**config.mk**
```make
export PLATFORM = sky130hd
export DESIGN_NAME = tss_sequencer
export DESIGN_NICKNAME = d
export VERILOG_FILES = /design/src/core/tss_pkg.sv /design/src/core/tss_sequencer.sv /design/src/core/tss_channel.sv
export VERILOG_INCLUDE_DIRS = /design/src /design/src/core
export SDC_FILE = /design/constraint.sdc
export NUM_CORES = 1
export LEC_CHECK = 0
export BUFFER_PORTS_ARGS = -buffer_cell sky130_fd_sc_hd__buf_2
export CORE_UTILIZATION = 55
export CTS_BUF_LIST = sky130_fd_sc_hd__clkbuf_16
export CTS_CLUSTER_SIZE = 14
export DETAILED_ROUTE_END_ITERATION = 12
export PLACE_DENSITY = 0.73
export SETUP_SLACK_MARGIN = 0.3
export SLEW_MARGIN = 20
export SYNTH_ARGS = -nofsm -noshare
export SYNTH_HDL_FRONTEND = slang
export SYNTH_SLANG_ARGS = --single-unit
```
**constraint.sdc**
```tcl
create_clock -name i_clock -period 4 [get_ports i_clock]
set_clock_uncertainty 0.1 [all_clocks]
set_input_delay 0.8 -clock i_clock [delete_from_list [all_inputs] [get_ports i_clock]]
set_output_delay 0.8 -clock i_clock [all_outputs]
set_load 0.005 [all_outputs]
```
**src/core/tss_consts.svh**
```systemverilog
// Register offsets, field positions, reset values and timing counts for the sequencer
`ifndef TSS_CONSTS_SVH
`define TSS_CONSTS_SVH
`define TSS_OFF_CFG_ALL 8'h00
`define TSS_OFF_TRACK 8'h04
`define TSS_OFF_TON_DLY 8'h08
`define TSS_OFF_TON_RISE 8'h0c
`define TSS_OFF_TOFF_DLY 8'h10
`define TSS_OFF_CTRL 8'h14
`define TSS_OFF_STATE 8'h18
`define TSS_OFF_IRQ_STAT 8'h1c
`define TSS_OFF_IRQ_EN 8'h20
`define TSS_OFF_IRQ_CLR 8'h24
`define TSS_CFG_WMASK 16'h0fff
`define TSS_CFG_RESET 16'h0000
`define TSS_BIT_PG_SRC 11
`define TSS_BIT_POL3 9
`define TSS_BIT_POL2 8
`define TSS_NCHAN 4
`define TSS_TICK_NS 1000
`define TSS_CLK_NS 50
`define TSS_TICK_CYC (`TSS_TICK_NS / `TSS_CLK_NS)
`define TSS_FAST_PG_US 12
`define TSS_FAST_PG_CYC ((`TSS_FAST_PG_US * 1000) / `TSS_CLK_NS)
`define TSS_SLOW_PG_MS 100
`define TSS_SLOW_PG_CYC ((`TSS_SLOW_PG_MS * 1000000) / `TSS_CLK_NS)
`endif

```
**src/core/tss_pkg.sv**
```systemverilog
// Types shared by the sequencer files
package tss_pkg;
  typedef enum logic [2:0] {
    ST_OFF,
    ST_ON_DLY,
    ST_RISE,
    ST_ON,
    ST_OFF_DLY
  } tss_state_t;
  typedef struct packed {
    logic [15:0] ton_delay;
    logic [15:0] ton_rise;
    logic [15:0] toff_delay;
    logic track_en;
  } tss_chan_cfg_t;
  typedef struct packed {
    logic run_req;
    logic group_down;
    logic hard_off;
    logic uv;
    logic uc;
  } tss_chan_in_t;
  typedef struct packed {
    logic run;
    logic mask;
    logic fault;
    logic [2:0] state;
  } tss_chan_out_t;
endpackage

```
**src/core/tss_sequencer.sv**
```systemverilog
// Tracking supply sequencer top with AHB-Lite registers
//
// The implementer's own choices: the AHB-Lite interface to the registers and the placing of the registers.
`timescale 1ns/1ps
`include "tss_consts.svh"
module tss_sequencer (
  input wire logic i_clock,
  input wire logic i_rst,
  input wire logic i_hsel,
  input wire logic [7:0] i_haddr,
  input wire logic [1:0] i_htrans,
  input wire logic i_hwrite,
  input wire logic [2:0] i_hsize,
  input wire logic [31:0] i_hwdata,
  input wire logic i_hready,
  output logic [31:0] o_hrdata,
  output logic o_hreadyout,
  output logic o_hresp,
  input wire logic [3:0] i_chan_run_input,
  input wire logic i_input_supply_low,
  input wire logic i_share_clk_low,
  input wire logic [3:0] i_undervoltage_event,
  input wire logic [3:0] i_undercurrent_event,
  input wire logic [3:0] i_ov_fault,
  output logic [3:0] o_converter_run_output,
  output logic [3:0] o_detect_mask,
  output logic [3:0] o_power_good,
  output logic o_irq
);
  // Pin synchronisers
  logic [14:0] sync1_reg;
  logic [14:0] sync2_reg;
  wire logic [14:0] pins = {i_input_supply_low, i_share_clk_low, i_ov_fault,
    i_undercurrent_event, i_undervoltage_event};
  always_ff @(posedge i_clock) begin
    if (i_rst) begin
      sync1_reg <= 15'h0000;
      sync2_reg <= 15'h0000;
    end else begin
      sync1_reg <= pins;
      sync2_reg <= sync1_reg;
    end
  end
  logic [3:0] run_sync1_reg;
  logic [3:0] run_sync2_reg;
  always_ff @(posedge i_clock) begin
    if (i_rst) begin
      run_sync1_reg <= 4'h0;
      run_sync2_reg <= 4'h0;
    end else begin
      run_sync1_reg <= i_chan_run_input;
      run_sync2_reg <= run_sync1_reg;
    end
  end
  wire logic [3:0] uv_s = sync2_reg[3:0];
  wire logic [3:0] uc_s = sync2_reg[7:4];
  wire logic [3:0] ov_s = sync2_reg[11:8];
  wire logic share_low_s = sync2_reg[12];
  wire logic vin_low_s = sync2_reg[13];

  // AHB-Lite slave
  logic wr_pend_reg;
  logic [7:0] addr_reg;
  wire logic ahb_go = i_hsel && i_hready && i_htrans[1];
  wire logic ahb_wr = wr_pend_reg;
  always_ff @(posedge i_clock) begin
    if (i_rst) begin
      wr_pend_reg <= 1'b0;
      addr_reg <= 8'h00;
    end else begin
      wr_pend_reg <= ahb_go && i_hwrite;
      addr_reg <= ahb_go ? i_haddr : addr_reg;
    end
  end
  assign o_hreadyout = 1'b1;
  assign o_hresp = 1'b0;

  // Registers
  logic [15:0] cfg_all_reg;
  logic [3:0] track_reg;
  logic [15:0] ton_dly_reg;
  logic [15:0] ton_rise_reg;
  logic [15:0] toff_dly_reg;
  logic [3:0] sw_run_reg;
  logic restore_reg;
  logic [3:0] irq_stat_reg;
  logic [3:0] irq_en_reg;
  wire logic wr_cfg = ahb_wr && addr_reg == `TSS_OFF_CFG_ALL;
  wire logic wr_trk = ahb_wr && addr_reg == `TSS_OFF_TRACK;
  wire logic wr_ton = ahb_wr && addr_reg == `TSS_OFF_TON_DLY;
  wire logic wr_rise = ahb_wr && addr_reg == `TSS_OFF_TON_RISE;
  wire logic wr_toff = ahb_wr && addr_reg == `TSS_OFF_TOFF_DLY;
  wire logic wr_ctrl = ahb_wr && addr_reg == `TSS_OFF_CTRL;
  wire logic wr_en = ahb_wr && addr_reg == `TSS_OFF_IRQ_EN;
  wire logic wr_clr = ahb_wr && addr_reg == `TSS_OFF_IRQ_CLR;
  // Timing registers hold one channel each, indexed by the upper half-word
  always_ff @(posedge i_clock) begin
    if (i_rst) begin
      cfg_all_reg <= `TSS_CFG_RESET;
      track_reg <= 4'h0;
      sw_run_reg <= 4'h0;
      restore_reg <= 1'b0;
      irq_en_reg <= 4'h0;
    end else begin
      if (wr_cfg) cfg_all_reg <= i_hwdata[15:0] & `TSS_CFG_WMASK;
      if (wr_trk) track_reg <= i_hwdata[3:0];
      if (wr_ctrl) sw_run_reg <= i_hwdata[3:0];
      restore_reg <= wr_ctrl && i_hwdata[4];
      if (wr_en) irq_en_reg <= i_hwdata[3:0];
    end
  end
  logic [15:0] ton_mem [0:3];
  logic [15:0] rise_mem [0:3];
  logic [15:0] toff_mem [0:3];
  always_ff @(posedge i_clock) begin
    if (wr_ton) ton_mem[i_hwdata[17:16]] <= i_hwdata[15:0];
    if (wr_rise) rise_mem[i_hwdata[17:16]] <= i_hwdata[15:0];
    if (wr_toff) toff_mem[i_hwdata[17:16]] <= i_hwdata[15:0];
  end

  // Timebase tick of one microsecond
  logic [4:0] tick_cnt_reg;
  wire logic tick = (tick_cnt_reg == 5'(`TSS_TICK_CYC - 1));
  always_ff @(posedge i_clock) begin
    if (i_rst) tick_cnt_reg <= 5'h00;
    else tick_cnt_reg <= tick ? 5'h00 : tick_cnt_reg + 5'h01;
  end

  // Group shutdown: any fault, input loss, shared clock low or restore
  tss_pkg::tss_chan_out_t chan_out [0:3];
  logic [3:0] fault_vec;
  logic [3:0] run_vec;
  logic [3:0] mask_vec;
  wire logic any_fault = |fault_vec || |ov_s;
  wire logic share_off = share_low_s && cfg_all_reg[3];
  wire logic group_down = any_fault || vin_low_s || share_off || restore_reg;
  wire logic hard_off = vin_low_s || share_off || restore_reg;
  // Polarity: 0 means low starts the channel
  wire logic [3:0] pin_pol = {cfg_all_reg[`TSS_BIT_POL3], cfg_all_reg[`TSS_BIT_POL2],
    cfg_all_reg[5], cfg_all_reg[4]};
  wire logic [3:0] pin_start = ~(run_sync2_reg ^ pin_pol);
  logic latched_reg;
  always_ff @(posedge i_clock) begin
    if (i_rst) latched_reg <= 1'b0;
    else if (wr_ctrl) latched_reg <= 1'b0;
    else if (group_down) latched_reg <= 1'b1;
  end

  genvar g;
  generate
    for (g = 0; g < `TSS_NCHAN; g++) begin : gen_chan
      tss_pkg::tss_chan_cfg_t cfg;
      tss_pkg::tss_chan_in_t cin;
      assign cfg.ton_delay = ton_mem[g];
      assign cfg.ton_rise = rise_mem[g];
      assign cfg.toff_delay = toff_mem[g];
      assign cfg.track_en = track_reg[g];
      assign cin.run_req = sw_run_reg[g] && pin_start[g] && !latched_reg;
      assign cin.group_down = group_down || latched_reg;
      assign cin.hard_off = hard_off;
      assign cin.uv = uv_s[g];
      assign cin.uc = uc_s[g];
      tss_channel u_chan (
        .i_clock(i_clock),
        .i_rst(i_rst),
        .i_tick(tick),
        .i_cfg(cfg),
        .i_in(cin),
        .o_out(chan_out[g])
      );
      assign fault_vec[g] = chan_out[g].fault;
      assign run_vec[g] = chan_out[g].run;
      assign mask_vec[g] = chan_out[g].mask;
    end
  endgenerate

  // Power good de-assert path: fast uses the supervisor, slow waits on a long filter
  logic [3:0] pg_reg;
  logic [21:0] pg_slow_reg;
  logic [7:0] pg_fast_reg;
  wire logic any_low = |(uv_s & ~mask_vec & run_vec);
  wire logic use_fast = cfg_all_reg[`TSS_BIT_PG_SRC];
  wire logic pg_drop = use_fast ? (pg_fast_reg == 8'(`TSS_FAST_PG_CYC - 1))
    : (pg_slow_reg == 22'(`TSS_SLOW_PG_CYC - 1));
  always_ff @(posedge i_clock) begin
    if (i_rst) begin
      pg_reg <= 4'h0;
      pg_slow_reg <= 22'h000000;
      pg_fast_reg <= 8'h00;
    end else begin
      pg_fast_reg <= any_low && !pg_drop ? pg_fast_reg + 8'h01 : 8'h00;
      pg_slow_reg <= any_low && !pg_drop ? pg_slow_reg + 22'h000001 : 22'h000000;
      pg_reg <= pg_drop ? (pg_reg & ~uv_s) : (run_vec & ~mask_vec & ~uv_s) | (pg_reg & run_vec);
    end
  end

  // Sticky fault status, set wins over clear
  always_ff @(posedge i_clock) begin
    if (i_rst) irq_stat_reg <= 4'h0;
    else irq_stat_reg <= (irq_stat_reg & ~(wr_clr ? i_hwdata[3:0] : 4'h0)) | fault_vec;
  end

  // Read mux
  logic [31:0] rdata_reg;
  wire logic [31:0] rsel =
    (i_haddr == `TSS_OFF_CFG_ALL) ? {16'h0000, cfg_all_reg & `TSS_CFG_WMASK} :
    (i_haddr == `TSS_OFF_TRACK) ? {28'h0000000, track_reg} :
    (i_haddr == `TSS_OFF_CTRL) ? {27'h0000000, 1'b0, sw_run_reg} :
    (i_haddr == `TSS_OFF_STATE) ? {19'h00000, latched_reg, pg_reg, mask_vec, run_vec} :
    (i_haddr == `TSS_OFF_IRQ_STAT) ? {28'h0000000, irq_stat_reg} :
    (i_haddr == `TSS_OFF_IRQ_EN) ? {28'h0000000, irq_en_reg} : 32'h00000000;
  always_ff @(posedge i_clock) begin
    if (i_rst) rdata_reg <= 32'h00000000;
    else if (ahb_go && !i_hwrite) rdata_reg <= rsel;
  end
  assign o_hrdata = rdata_reg;
  assign o_converter_run_output = run_vec;
  assign o_detect_mask = mask_vec;
  assign o_power_good = pg_reg;
  assign o_irq = |(irq_stat_reg & irq_en_reg);
endmodule // tss_sequencer

```
**src/core/tss_channel.sv**
```systemverilog
// One channel sequencer: on delay, rise window, on, off delay
`timescale 1ns/1ps
`include "tss_consts.svh"
module tss_channel (
  input wire logic i_clock,
  input wire logic i_rst,
  input wire logic i_tick,
  input wire tss_pkg::tss_chan_cfg_t i_cfg,
  input wire tss_pkg::tss_chan_in_t i_in,
  output tss_pkg::tss_chan_out_t o_out
);
  tss_pkg::tss_state_t state_reg;
  tss_pkg::tss_state_t state_next;
  logic [15:0] cnt_reg;
  logic [15:0] cnt_next;
  logic fault_reg;
  wire logic cnt_done = (cnt_reg == 16'h0000);
  wire logic det_mask = (state_reg == tss_pkg::ST_RISE) ||
    (i_cfg.track_en && state_reg == tss_pkg::ST_OFF_DLY);
  wire logic det_fault = !det_mask && (state_reg == tss_pkg::ST_ON) && (i_in.uv || i_in.uc);
  always_comb begin
    state_next = state_reg;
    cnt_next = (i_tick && !cnt_done) ? cnt_reg - 16'h0001 : cnt_reg;
    case (state_reg)
      tss_pkg::ST_OFF: begin
        if (i_in.run_req && !i_in.group_down) begin
          state_next = tss_pkg::ST_ON_DLY;
          cnt_next = i_cfg.ton_delay;
        end
      end
      tss_pkg::ST_ON_DLY, tss_pkg::ST_RISE, tss_pkg::ST_ON: begin
        if (i_in.group_down && i_cfg.track_en) begin
          state_next = tss_pkg::ST_OFF_DLY;
          cnt_next = i_cfg.toff_delay;
        end else if (i_in.hard_off) begin
          state_next = tss_pkg::ST_OFF;
        end else if (!i_in.run_req) begin
          state_next = tss_pkg::ST_OFF_DLY;
          cnt_next = i_cfg.toff_delay;
        end else if (state_reg == tss_pkg::ST_ON_DLY && cnt_done) begin
          state_next = tss_pkg::ST_RISE;
          cnt_next = i_cfg.ton_rise;
        end else if (state_reg == tss_pkg::ST_RISE && cnt_done) begin
          state_next = tss_pkg::ST_ON;
        end
      end
      tss_pkg::ST_OFF_DLY: begin
        if (cnt_done || (i_in.hard_off && !i_cfg.track_en)) begin
          state_next = tss_pkg::ST_OFF;
        end
      end
      default: state_next = tss_pkg::ST_OFF;
    endcase
  end
  always_ff @(posedge i_clock) begin
    if (i_rst) begin
      state_reg <= tss_pkg::ST_OFF;
      cnt_reg <= 16'h0000;
      fault_reg <= 1'b0;
    end else begin
      state_reg <= state_next;
      cnt_reg <= cnt_next;
      fault_reg <= det_fault;
    end
  end
  // Run stays high through the off delay so the group falls in order
  assign o_out.run = (state_reg == tss_pkg::ST_RISE) || (state_reg == tss_pkg::ST_ON) ||
    (state_reg == tss_pkg::ST_OFF_DLY);
  assign o_out.mask = det_mask;
  assign o_out.fault = fault_reg;
  assign o_out.state = state_reg;
endmodule // tss_channel

```
* Word-level counts from Yosys, hierarchy flattened *
Memories as Yosys holds them, arrays and structs flattened.
Index checks and enable logic that the tools add are counted.

storage, ports and cells
  logic and storage cells = 301
  flip-flop bits (word level) = 226
  output and inout port bits = 47
  bits in latches = 0
  input bits = 68
  memory bits (writable) = 192
  bits in read-only memories = 0
  memories = 3

cells by class
  multiplexer cells = 75
  shift operators = 0
  multipliers = 0
  magnitude comparators = 0
  reductions and logical operators = 127
  bitwise operators = 16
  equality and inequality tests = 43
  div/mod/pow operators = 0
  $add $sub $neg = 7

memories
  memory    words  width  rd ports  clocked after Yosys merged registers in  wr ports  line                  text
  rise_mem  4      16     4         0                                        1         tss_sequencer.sv:113  logic [15:0] rise_mem [0:3];
  toff_mem  4      16     4         0                                        1         tss_sequencer.sv:114  logic [15:0] toff_mem [0:3];
  ton_mem   4      16     4         0                                        1         tss_sequencer.sv:112  logic [15:0] ton_mem [0:3];

operators with widths
  kind                                                                   number
  16-bit 2-to-1 mux                                                      24
  16-bit case mux with 2 select lines                                    4
  3-bit 2-to-1 mux                                                       28
  16-bit zero test                                                       4
  16-bit by 1-bit subtractor with 16-bit output (second input constant)  4
  1-bit logical AND                                                      59
  13-bit 2-to-1 mux                                                      4
  8-bit by 5-bit == test with 1-bit output (second input constant)       5
  3-bit case mux with 3 select lines                                     4
  4-bit AND                                                              8
  1-bit logical OR                                                       27
  3-bit by 2-bit == test with 1-bit output (second input constant)       8
  8-bit by 6-bit == test with 1-bit output (second input constant)       3
  6-bit inequality test (second input constant)                          4
  22-bit by 1-bit adder with 22-bit output (second input constant)       1
  22-bit by 21-bit == test with 1-bit output (second input constant)     1
  8-bit by 3-bit == test with 1-bit output (second input constant)       2
  8-bit by 4-bit == test with 1-bit output (second input constant)       2
  1-bit zero test                                                        16
  8-bit zero test                                                        2
  4-bit 2-to-1 mux                                                       4
  4-bit NOT                                                              4
  4-bit OR reduction                                                     4
  3-bit by 1-bit == test with 1-bit output (second input constant)       4
  other kinds (15)                                                       42

* Logic depth before layout (Yosys ltp) *
Gate-level depths: netlist of run 1.

  word-level depth = 10
  depth in mapped cells = 11
  depth with buffers taken out = 9

* Cells and area by module *
A second synthesis of run 1 with hierarchy kept.

unflattened totals
  cells, all modules = 1709
  area total of the unflattened synthesis = 17621.9 um2

modules (own cells, without submodules)
  module                                 cells an instance  times used  area an instance (um2)  seq. area each (um2)
  tss_sequencer                          813                1           11078.1                 8308.0
  tss_channel at gen_chan[0].u_chan ...  217                3           1601.5                  400.4
  tss_channel at gen_chan[3].u_chan      245                1           1739.2                  400.4

* Worst setup path after synthesis of run 1 *
OpenSTA, ideal clock, no wires.

  kind = reg2reg
  from = reg addr_reg[7]
  to = mem ton_mem[0][0] (enable)
  cell stages (with the launch flop) = 5
  period minus slack after synthesis = 2.794 ns
  path slack = 1.206 ns
  buffers on the path = 0
  arrival = 2.285 ns
  required time = 3.491 ns
  setup time = 0.409 ns
  cell sequence = dfxtp_1 -> nor4b_1 -> nor2b_1 -> nand4b_1 -> nor3_1

on the way
  word-level cells in the longest chain between the ends = 4

RTL lines
  what                                                       line                  text
  from (decl)                                                tss_sequencer.sv:63   logic [7:0] addr_reg;
  from (signal assigned)                                     tss_sequencer.sv:72   addr_reg <= ahb_go ? i_haddr : addr_reg;
  8-bit by 4-bit == test with 1-bit output (no source line)  --
  1-bit logical AND (no source line)                         --
  1-bit 2-to-1 mux                                           tss_sequencer.sv:116  if (wr_ton) ton_mem[i_hwdata[17:16]] <= i_hwdata[15:0];
  1-bit 2-to-1 mux (not written as such)                     tss_sequencer.sv:116
  to (decl)                                                  tss_sequencer.sv:112

No other way between the ends.

* Worst setup path in the final report of run 1 *
  from = reg gen_chan[1].u_chan.state_reg[1]
  to = out o_converter_run_output[1]

on the way
  word-level cells in the longest chain between the ends = 3
  elaborated cells between the ends (all ways) = 5
  those cells by class = eq/ne (3); reduce/logical (2)

RTL lines
  what                                      line                 text
  from (decl)                               tss_channel.sv:12    tss_pkg::tss_state_t state_reg;
  from (signal assigned)                    tss_channel.sv:57    state_reg <= tss_pkg::ST_OFF;
  from (signal assigned)                    tss_channel.sv:61    state_reg <= state_next;
  3-bit by 2-bit == test with 1-bit output  tss_channel.sv:67    assign o_out.run = (state_reg == tss_pkg::ST_RISE) || (state_reg == tss_pkg::ST_ON) ||
  1-bit logical OR                          tss_channel.sv:67
  1-bit logical OR *                        tss_channel.sv:67
  to (decl)                                 tss_sequencer.sv:25  output logic [3:0] o_converter_run_output,

Mark *: on every way between the ends. The rest lies on a longest branch, timed or not.

==> results.tsv, run 1 <==
stage	metric	value	unit
status	status	complete, no violations	
min_path	hp-start	run_sync1_reg[0]	
sta	fin_setup_tns	0	ns
setup_path	reg2reg_from	sync2_reg[9]	
setup_path	r2r-end	gen_chan[3].u_chan.cnt_reg[11]	
global_route	grt_pass1_vias	13811	
final_layout	ff_latch_area	9910	µm²
placed_design	gp_congestion	0.9298	
yosys	synth-edff-count	192	
routing	wl	48.56	mm
sta	fin_crit	3.381	ns
placed_design	dp_hpwl	32.04	mm
yosys	ys_types	95	
setup_path	r2r_slack	0.74	ns
yosys	ys_seq_area_share	54.95	%
sta	finalSetupViolCount	0	
yosys	synth_warnings	0	
sta	worst_slew_pin_slew	1.039	ns
routing	viasPerCell	6.218	
clock_network	cts_htree_levels	2	
floorplanning	start_util	56.57	%
power_and_ir_drop	p_leak	7.193	nW
setup_path	startpoint	gen_chan[1].u_chan.state_reg[1]	
setup_path	arrival	2.48	ns
global_route	grt_usage	29.30	%
clock_network	cts_resized	0	
clock_network	clk_latency	0.54	ns
floorplanning	io_pins	115	
placed_design	dp_slack	0.8066	ns
min_path	min_to	run_sync2_reg[0]	
run	maxCapViolCount	0	
global_route	grt_max_degree	60	
clock_network	cts.sinks	399	
floorplanning	die_h	183.1	µm
routing	dr.pass1.iters	6	
clock_network	cts_tree	done	
sta	fmax	0.2958	GHz
floorplanning	rows	65	
global_route	antenna_found_initial	1	
sta	drv_slew	0	
final_layout	stdcell_area	20160	µm²
final_layout	n_antenna_cell	0	
setup_path	worstPathRequired	3.10	ns
power_and_ir_drop	p_total	0.009121	W
floorplanning	fp.dieW	183.1	µm
final_layout	layout-drive-gt1-share	12.22	%
sta	slew_headroom	30.21	%
routing	ant_nets	0	
clock_network	hold_buffers	0	
setup_path	reg2reg_depth	9	
sta	finalHoldViolations	0	
setup_path	cp-end-kind	output pin	
setup_path	worstSetupStartpointType	flip-flop	
final_layout	n_fill_cell	2565	
yosys	yosys_most_used_dff	dfxtp_1	
yosys	avgSynthCellArea	10.11	µm²
sta	worst_slack	0.6189	ns
clock_network	post_cts_buffers	0	
setup_path	path_max_fanout	12	
clock_network	clk_pin_slew	0.06	ns
clock_network	root_buffer	clkbuf_16	
min_path	worstHoldPathType	reg2reg	
routing	drt_iter0_drc	1461	
floorplanning	die_area	33520	µm²
routing	drc	0	
power_and_ir_drop	p_per_area	452.4	nW/µm²
final_layout	final_nets	1928	
yosys	syn_area	18030	µm²
yosys	syn_inst	1783	
yosys	ys_seq_elements	399	
sta	fin_hold_ws	0.3362	ns
final_layout	areaGrowthSynthToFinish	11.79	%
global_route	gr-total-overflow	0	
sta	grt_setup_unrepaired	no	
global_route	grt_first_pass_wirelength	76.22	mm
placed_design	placed_cell_area	18830	µm²
yosys	async_flop_share	0	%
final_layout	mostFrequentLayoutCell	nor2_1	
placed_design	numPortBuffers	75	
routing	route.vias.total	14408	
clock_network	cts_buffers	41	
sta	min_period_over_period	84.53	%
clock_network	max-clock-path-buffers	3	
final_layout	multiInputGateArea	7533	µm²
power_and_ir_drop	peakVddDrop	385.5	µV
routing	wl_per_cell	20.96	µm
min_path	holdPathStages	1	
floorplanning	core-area	31880	µm²
final_layout	final_cell_mix	231 x nor2_1, 207 x dfxtp_1, 192 x edfxtp_1	
setup_path	path_class	reg2out	
[synth_stat cells (all sizes together), types with 11 or more instances]
master  instances  area (µm²)
a211oi         22       177.7
a21oi         104       520.5
a221oi         11       102.6
a22oi          18       140.1
a31oi          19       118.9
and3           17       106.4
buf            51       331.6
clkbuf         68       256.5
dfxtp         207        4144
edfxtp        192        5766
ha             11       137.6
inv            27       101.4
mux2i          31       310.3
nand2         134       503.0
nand3          34       170.2
nand3b         18       135.1
nand4          16       106.4
nor2          232       873.3
nor2b          42       262.8
nor3           60       300.3
nor4           29       202.7
o21ai         124       620.6
o21bai         11       82.58
o221ai         24       216.5
o22ai          12       75.07
or2            14       87.59
or3            17       106.4
or4            15       123.9
xnor2          37       324.1
xor2           43       376.6
[how the worst max path moves through the flow]
stage and end:
2_1_floorplan ton_mem[0][0], 3_3_place_gp gen_chan[0].u_chan.cnt_reg[5], 3_5_place_dp gen_chan[3].u_chan.cnt_reg[0], 4_1_cts o_converter_run_output[1], 5_1_grt o_converter_run_output[1], 6_report o_converter_run_output[1]
[area by class of cell]
| type | instances | share of cell area, % |
|---|---|---|
| Sequential cell | 399 | 49.16 |
| Clock inverter | 33 | 1.235 |
| Timing Repair Buffer | 123 | 3.680 |
| Clock buffer | 43 | 5.338 |
| Tap cell | 435 | 2.700 |
| Inverter | 28 | 0.5214 |
| Multi-Input combinational cell | 1256 | 37.37 |
[stage by stage]
stage,cells,util (%)
CTS,2317,63.23
detailed placement,2241,59.07
global placement,2241,59.07
floorplan,1802,-
finish,2317,63.23
global route,2317,63.23
[worst max-delay path: stages, from the launching register on]
cell	delay [ns]
dfxtp_1	0.39
nor2_1	0.73
a21boi_0	0.55
inv_1	0.16
buf_2	0.13
[report_power, final]
part / total, W / switching [W] / internal (W) / leakage [nW]
registers: 0.00442 / 0.0000719 / 0.00435 / 3.40
logic: 0.000933 / 0.000604 / 0.000330 / 3.12
clock network: 0.00377 / 0.00157 / 0.00220 / 0.670
total: 0.00912 / 0.00224 / 0.00688 / 7.19
[kinds of logic (layout without fill, tap and decap cells)]
logic type	after synthesis	after routing	synth area share, %
AND/OR/NAND/NOR	671	671	18.48
AO/OA/AOI/OAI	440	440	16.19
flip-flops	399	399	54.95
buffers and inverters	147	227	3.844
XOR/XNOR	80	80	3.885
multiplexers	33	33	1.846
adder cells (fa/ha/maj)	11	11	0.7632
other	2	21	0.04164
[layer usage]
layer	up-vias	GRT usage, %	wire length [µm]
met5	-	0	0
met4	0	9.900	1434
met3	100	5.242	4342
met2	693	46.45	21920
met1	6974	40.63	20860
li1	6641	-	-
No activity file was read; power rests on OpenSTA's default activity.
==> run 2: changes to the inputs <==
==> constraint.sdc (replaced) <==
create_clock -name i_clock -period 3.3 [get_ports i_clock]
set_clock_uncertainty 0.1 [all_clocks]
set_input_delay 0.66 -clock i_clock [delete_from_list [all_inputs] [get_ports i_clock]]
set_output_delay 0.66 -clock i_clock [all_outputs]
set_load 0.005 [all_outputs]
==> run 2 against run 1 <==
  * Sequential cell count unchanged
  * Cell area grew 0.99%
  * Global-route usage rose by 0.47 points
  * Worst setup slack got worse by 0.20 ns
  * Power rose by 19%
  * Non-clock buffer count grew 29
  * Combinational power up 28%
  * Final cell count grew 1.3%
  * Sequential share of layout area is 0.48 points lower
  * Clock power rose by 14%
  * Critical path type is now reg2reg
==> results.tsv, run 2 (same netlist as run 1, synthesis figures left out) <==
stage	metric	value	unit
setup_path	crit_chain	or4_4 > o31ai_2 > nand2_1 > or4_4 > o221ai_1 > a221oi_1 > o21a_1	
clock_network	cts_buffers	41	
min_path	min_to	sync1_reg[0]	
global_route	grt_first_pass_wirelength	77.60	mm
sta	grt_setup_unrepaired	no	
routing	ant_nets	0	
final_layout	areaGrowthSynthToFinish	12.90	%
sta	finalHoldViolations	0	
power_and_ir_drop	combPwrFrac	11.0	%
routing	met2_wirelength	22.24	mm
setup_path	r2r_slack	0.41	ns
min_path	hp-start	i_undervoltage_event[0]	
setup_path	reg2reg_depth	7	
global_route	grt_pass1_vias	13908	
setup_path	arrival	3.21	ns
sta	finalSetupViolCount	0	
final_layout	final_cell_mix	229 x nor2_1, 206 x dfxtp_1, 192 x edfxtp_1	
sta	min_period_over_period	87.44	%
clock_network	cts_tree	done	
sta	drv_slew	0	
sta	fin_setup_tns	0	ns
final_layout	final_nets	1957	
routing	dr.pass1.iters	6	
placed_design	placed_cell_area	19030	µm²
clock_network	clk_pin_slew	0.06	ns
placed_design	numPortBuffers	75	
power_and_ir_drop	p_int	0.008126	W
power_and_ir_drop	switching_share	25.10	%
routing	wl_per_cell	21.06	µm
setup_path	path_class	reg2reg	
power_and_ir_drop	p_leak	7.352	nW
floorplanning	die_area	33520	µm²
power_and_ir_drop	power_frac_clock	39.6	%
floorplanning	die_h	183.1	µm
setup_path	worstSetupStartpointType	flip-flop	
final_layout	mostFrequentLayoutCell	nor2_1	
placed_design	dp_hpwl	32.81	mm
min_path	worstHoldPathType	in2reg	
sta	worst_slew_pin_slew	0.9038	ns
setup_path	crit_family	simple AND/OR/NAND/NOR gates	
routing	route.vias.total	14574	
setup_path	cp_slowest_cell	or4_4	
power_and_ir_drop	switchingPower	0.002723	W
routing	viasPerCell	6.212	
global_route	grt_usage	29.77	%
clock_network	root_buffer	clkbuf_16	
clock_network	cts.sinks	399	
setup_path	path_buf_inv	0	
final_layout	layout-drive-gt1-share	13.87	%
sta	slew_headroom	39.75	%
clock_network	max-clock-path-buffers	3	
global_route	grt_max_degree	65	
setup_path	worstPathRequired	3.63	ns
global_route	gr-total-overflow	0	
power_and_ir_drop	p_per_area	532.9	nW/µm²
floorplanning	rows	65	
placed_design	gp_congestion	0.9458	
power_and_ir_drop	seq_power_share	49.4	%
min_path	holdPathStages	2	
routing	dr.max_layer_used	met4	
global_route	antenna_found_initial	0	
routing	wl_met3	4.327	mm
floorplanning	fp.dieW	183.1	µm
clock_network	clk_latency	0.53	ns
clock_network	cts_htree_levels	2	
setup_path	path_max_fanout	6	
floorplanning	io_pins	115	
final_layout	layout.cells.non_filler	2346	
setup_path	critPathMaxStageDelay	0.59	ns
setup_path	r2r-end	gen_chan[3].u_chan.cnt_reg[14]	
setup_path	crit_top_cell	or4_4	
placed_design	placed_cells	2265	
status	status	complete, no violations	
run	maxCapViolCount	0	
routing	drt_iter0_drc	1659	
final_layout	stdcell_area	20360	µm²
setup_path	cp-end-kind	flip-flop	
setup_path	reg2reg_from	sync2_reg[9]	
floorplanning	core-area	31880	µm²
routing	met1_length	21.24	mm
routing	drc	0	
power_and_ir_drop	peakVddDrop	379.6	µV
floorplanning	start_util	56.57	%
sta	fmax	0.3465	GHz
sta	fin_crit	2.886	ns
routing	wl	49.41	mm
## run 2: cell count changes in the layout (fill, tap and decap cells not counted), sizes merged, moves of 2 or more
cell      previous run  this run
buf                123       152
inv                 32        47
clkinv              24        10
bufinv               4         2
clkbuf              43        41
clkinvlp             1         3
## run 2: worst max path at each step
stage / startpoint / to / slack [ns] / cells past startpoint
floorplan: addr_reg[7] / ton_mem[0][0] / 0.51 / 4
global placement: gen_chan[3].u_chan.cnt_reg[0] / gen_chan[3].u_chan.cnt_reg[0] / 0.44 / 9
detailed placement: gen_chan[1].u_chan.state_reg[2] / pg_slow_reg[6] / 0.38 / 7
CTS: gen_chan[1].u_chan.state_reg[2] / o_converter_run_output[1] / 0.30 / 5
global route: gen_chan[2].u_chan.cnt_reg[0] / gen_chan[2].u_chan.cnt_reg[8] / 0.32 / 9
finish: sync2_reg[9] / gen_chan[3].u_chan.cnt_reg[14] / 0.41 / 7
## run 2: final cells by class
| class | count | area, µm² |
|---|---|---|
| antenna | 1 | 2.502 |
| clock buffer | 41 | 1026 |
| clock inverter | 34 | 202.7 |
| fill | 2563 | 11520 |
| inverter | 28 | 108.9 |
| multi-input combinational | 1256 | 7592 |
| sequential | 399 | 9911 |
| tap | 435 | 544.3 |
| timing repair buffer | 152 | 972.2 |
## run 2: stage by stage
step / util [%] / setup WS (ns) / power, W / hold slack (ns)
finish: 63.86 / 0.4144 / 0.01085 / 0.2440
CTS: 63.57 / 0.3020 / 0.01085 / 0.2213
global route: 63.85 / 0.3196 / 0.01118 / 0.2393
global placement: 59.68 / 0.4376 / 0.006587 / 0.3186
floorplan: - / 0.5057 / 0.006246 / 0.3132
detailed placement: 59.68 / 0.3845 / 0.006621 / 0.3204
## run 2: per-layer routing
metal / global-route usage (%) / vias up
li1: - / 6705
met1: 42.30 / 7024
met2: 47.06 / 717
met3: 3.952 / 128
met4: 10.03 / 0
met5: 0 / -
## run 2: what timing repair did
action | 4_1_cts | 5_1_grt
setup buffers | 1 | 4
endpoints found under the hold margin | 0 | 0
pin swaps | 0 | 3
hold buffers | 0 | 0
endpoints found under the setup margin | 2 | 56
gates cloned | 0 | 0
gates resized for setup | 2 | 12
## run 2: power groups by stage
stage / clock network (W) / registers [W] / logic (W)
final: 0.00430 / 0.00536 / 0.00119
after detailed placement: 0 / 0.00546 / 0.00116
after CTS: 0.00433 / 0.00536 / 0.00116
after global routing: 0.00453 / 0.00537 / 0.00128
after global placement: 0 / 0.00546 / 0.00113
after floorplan: 0 / 0.00544 / 0.000809
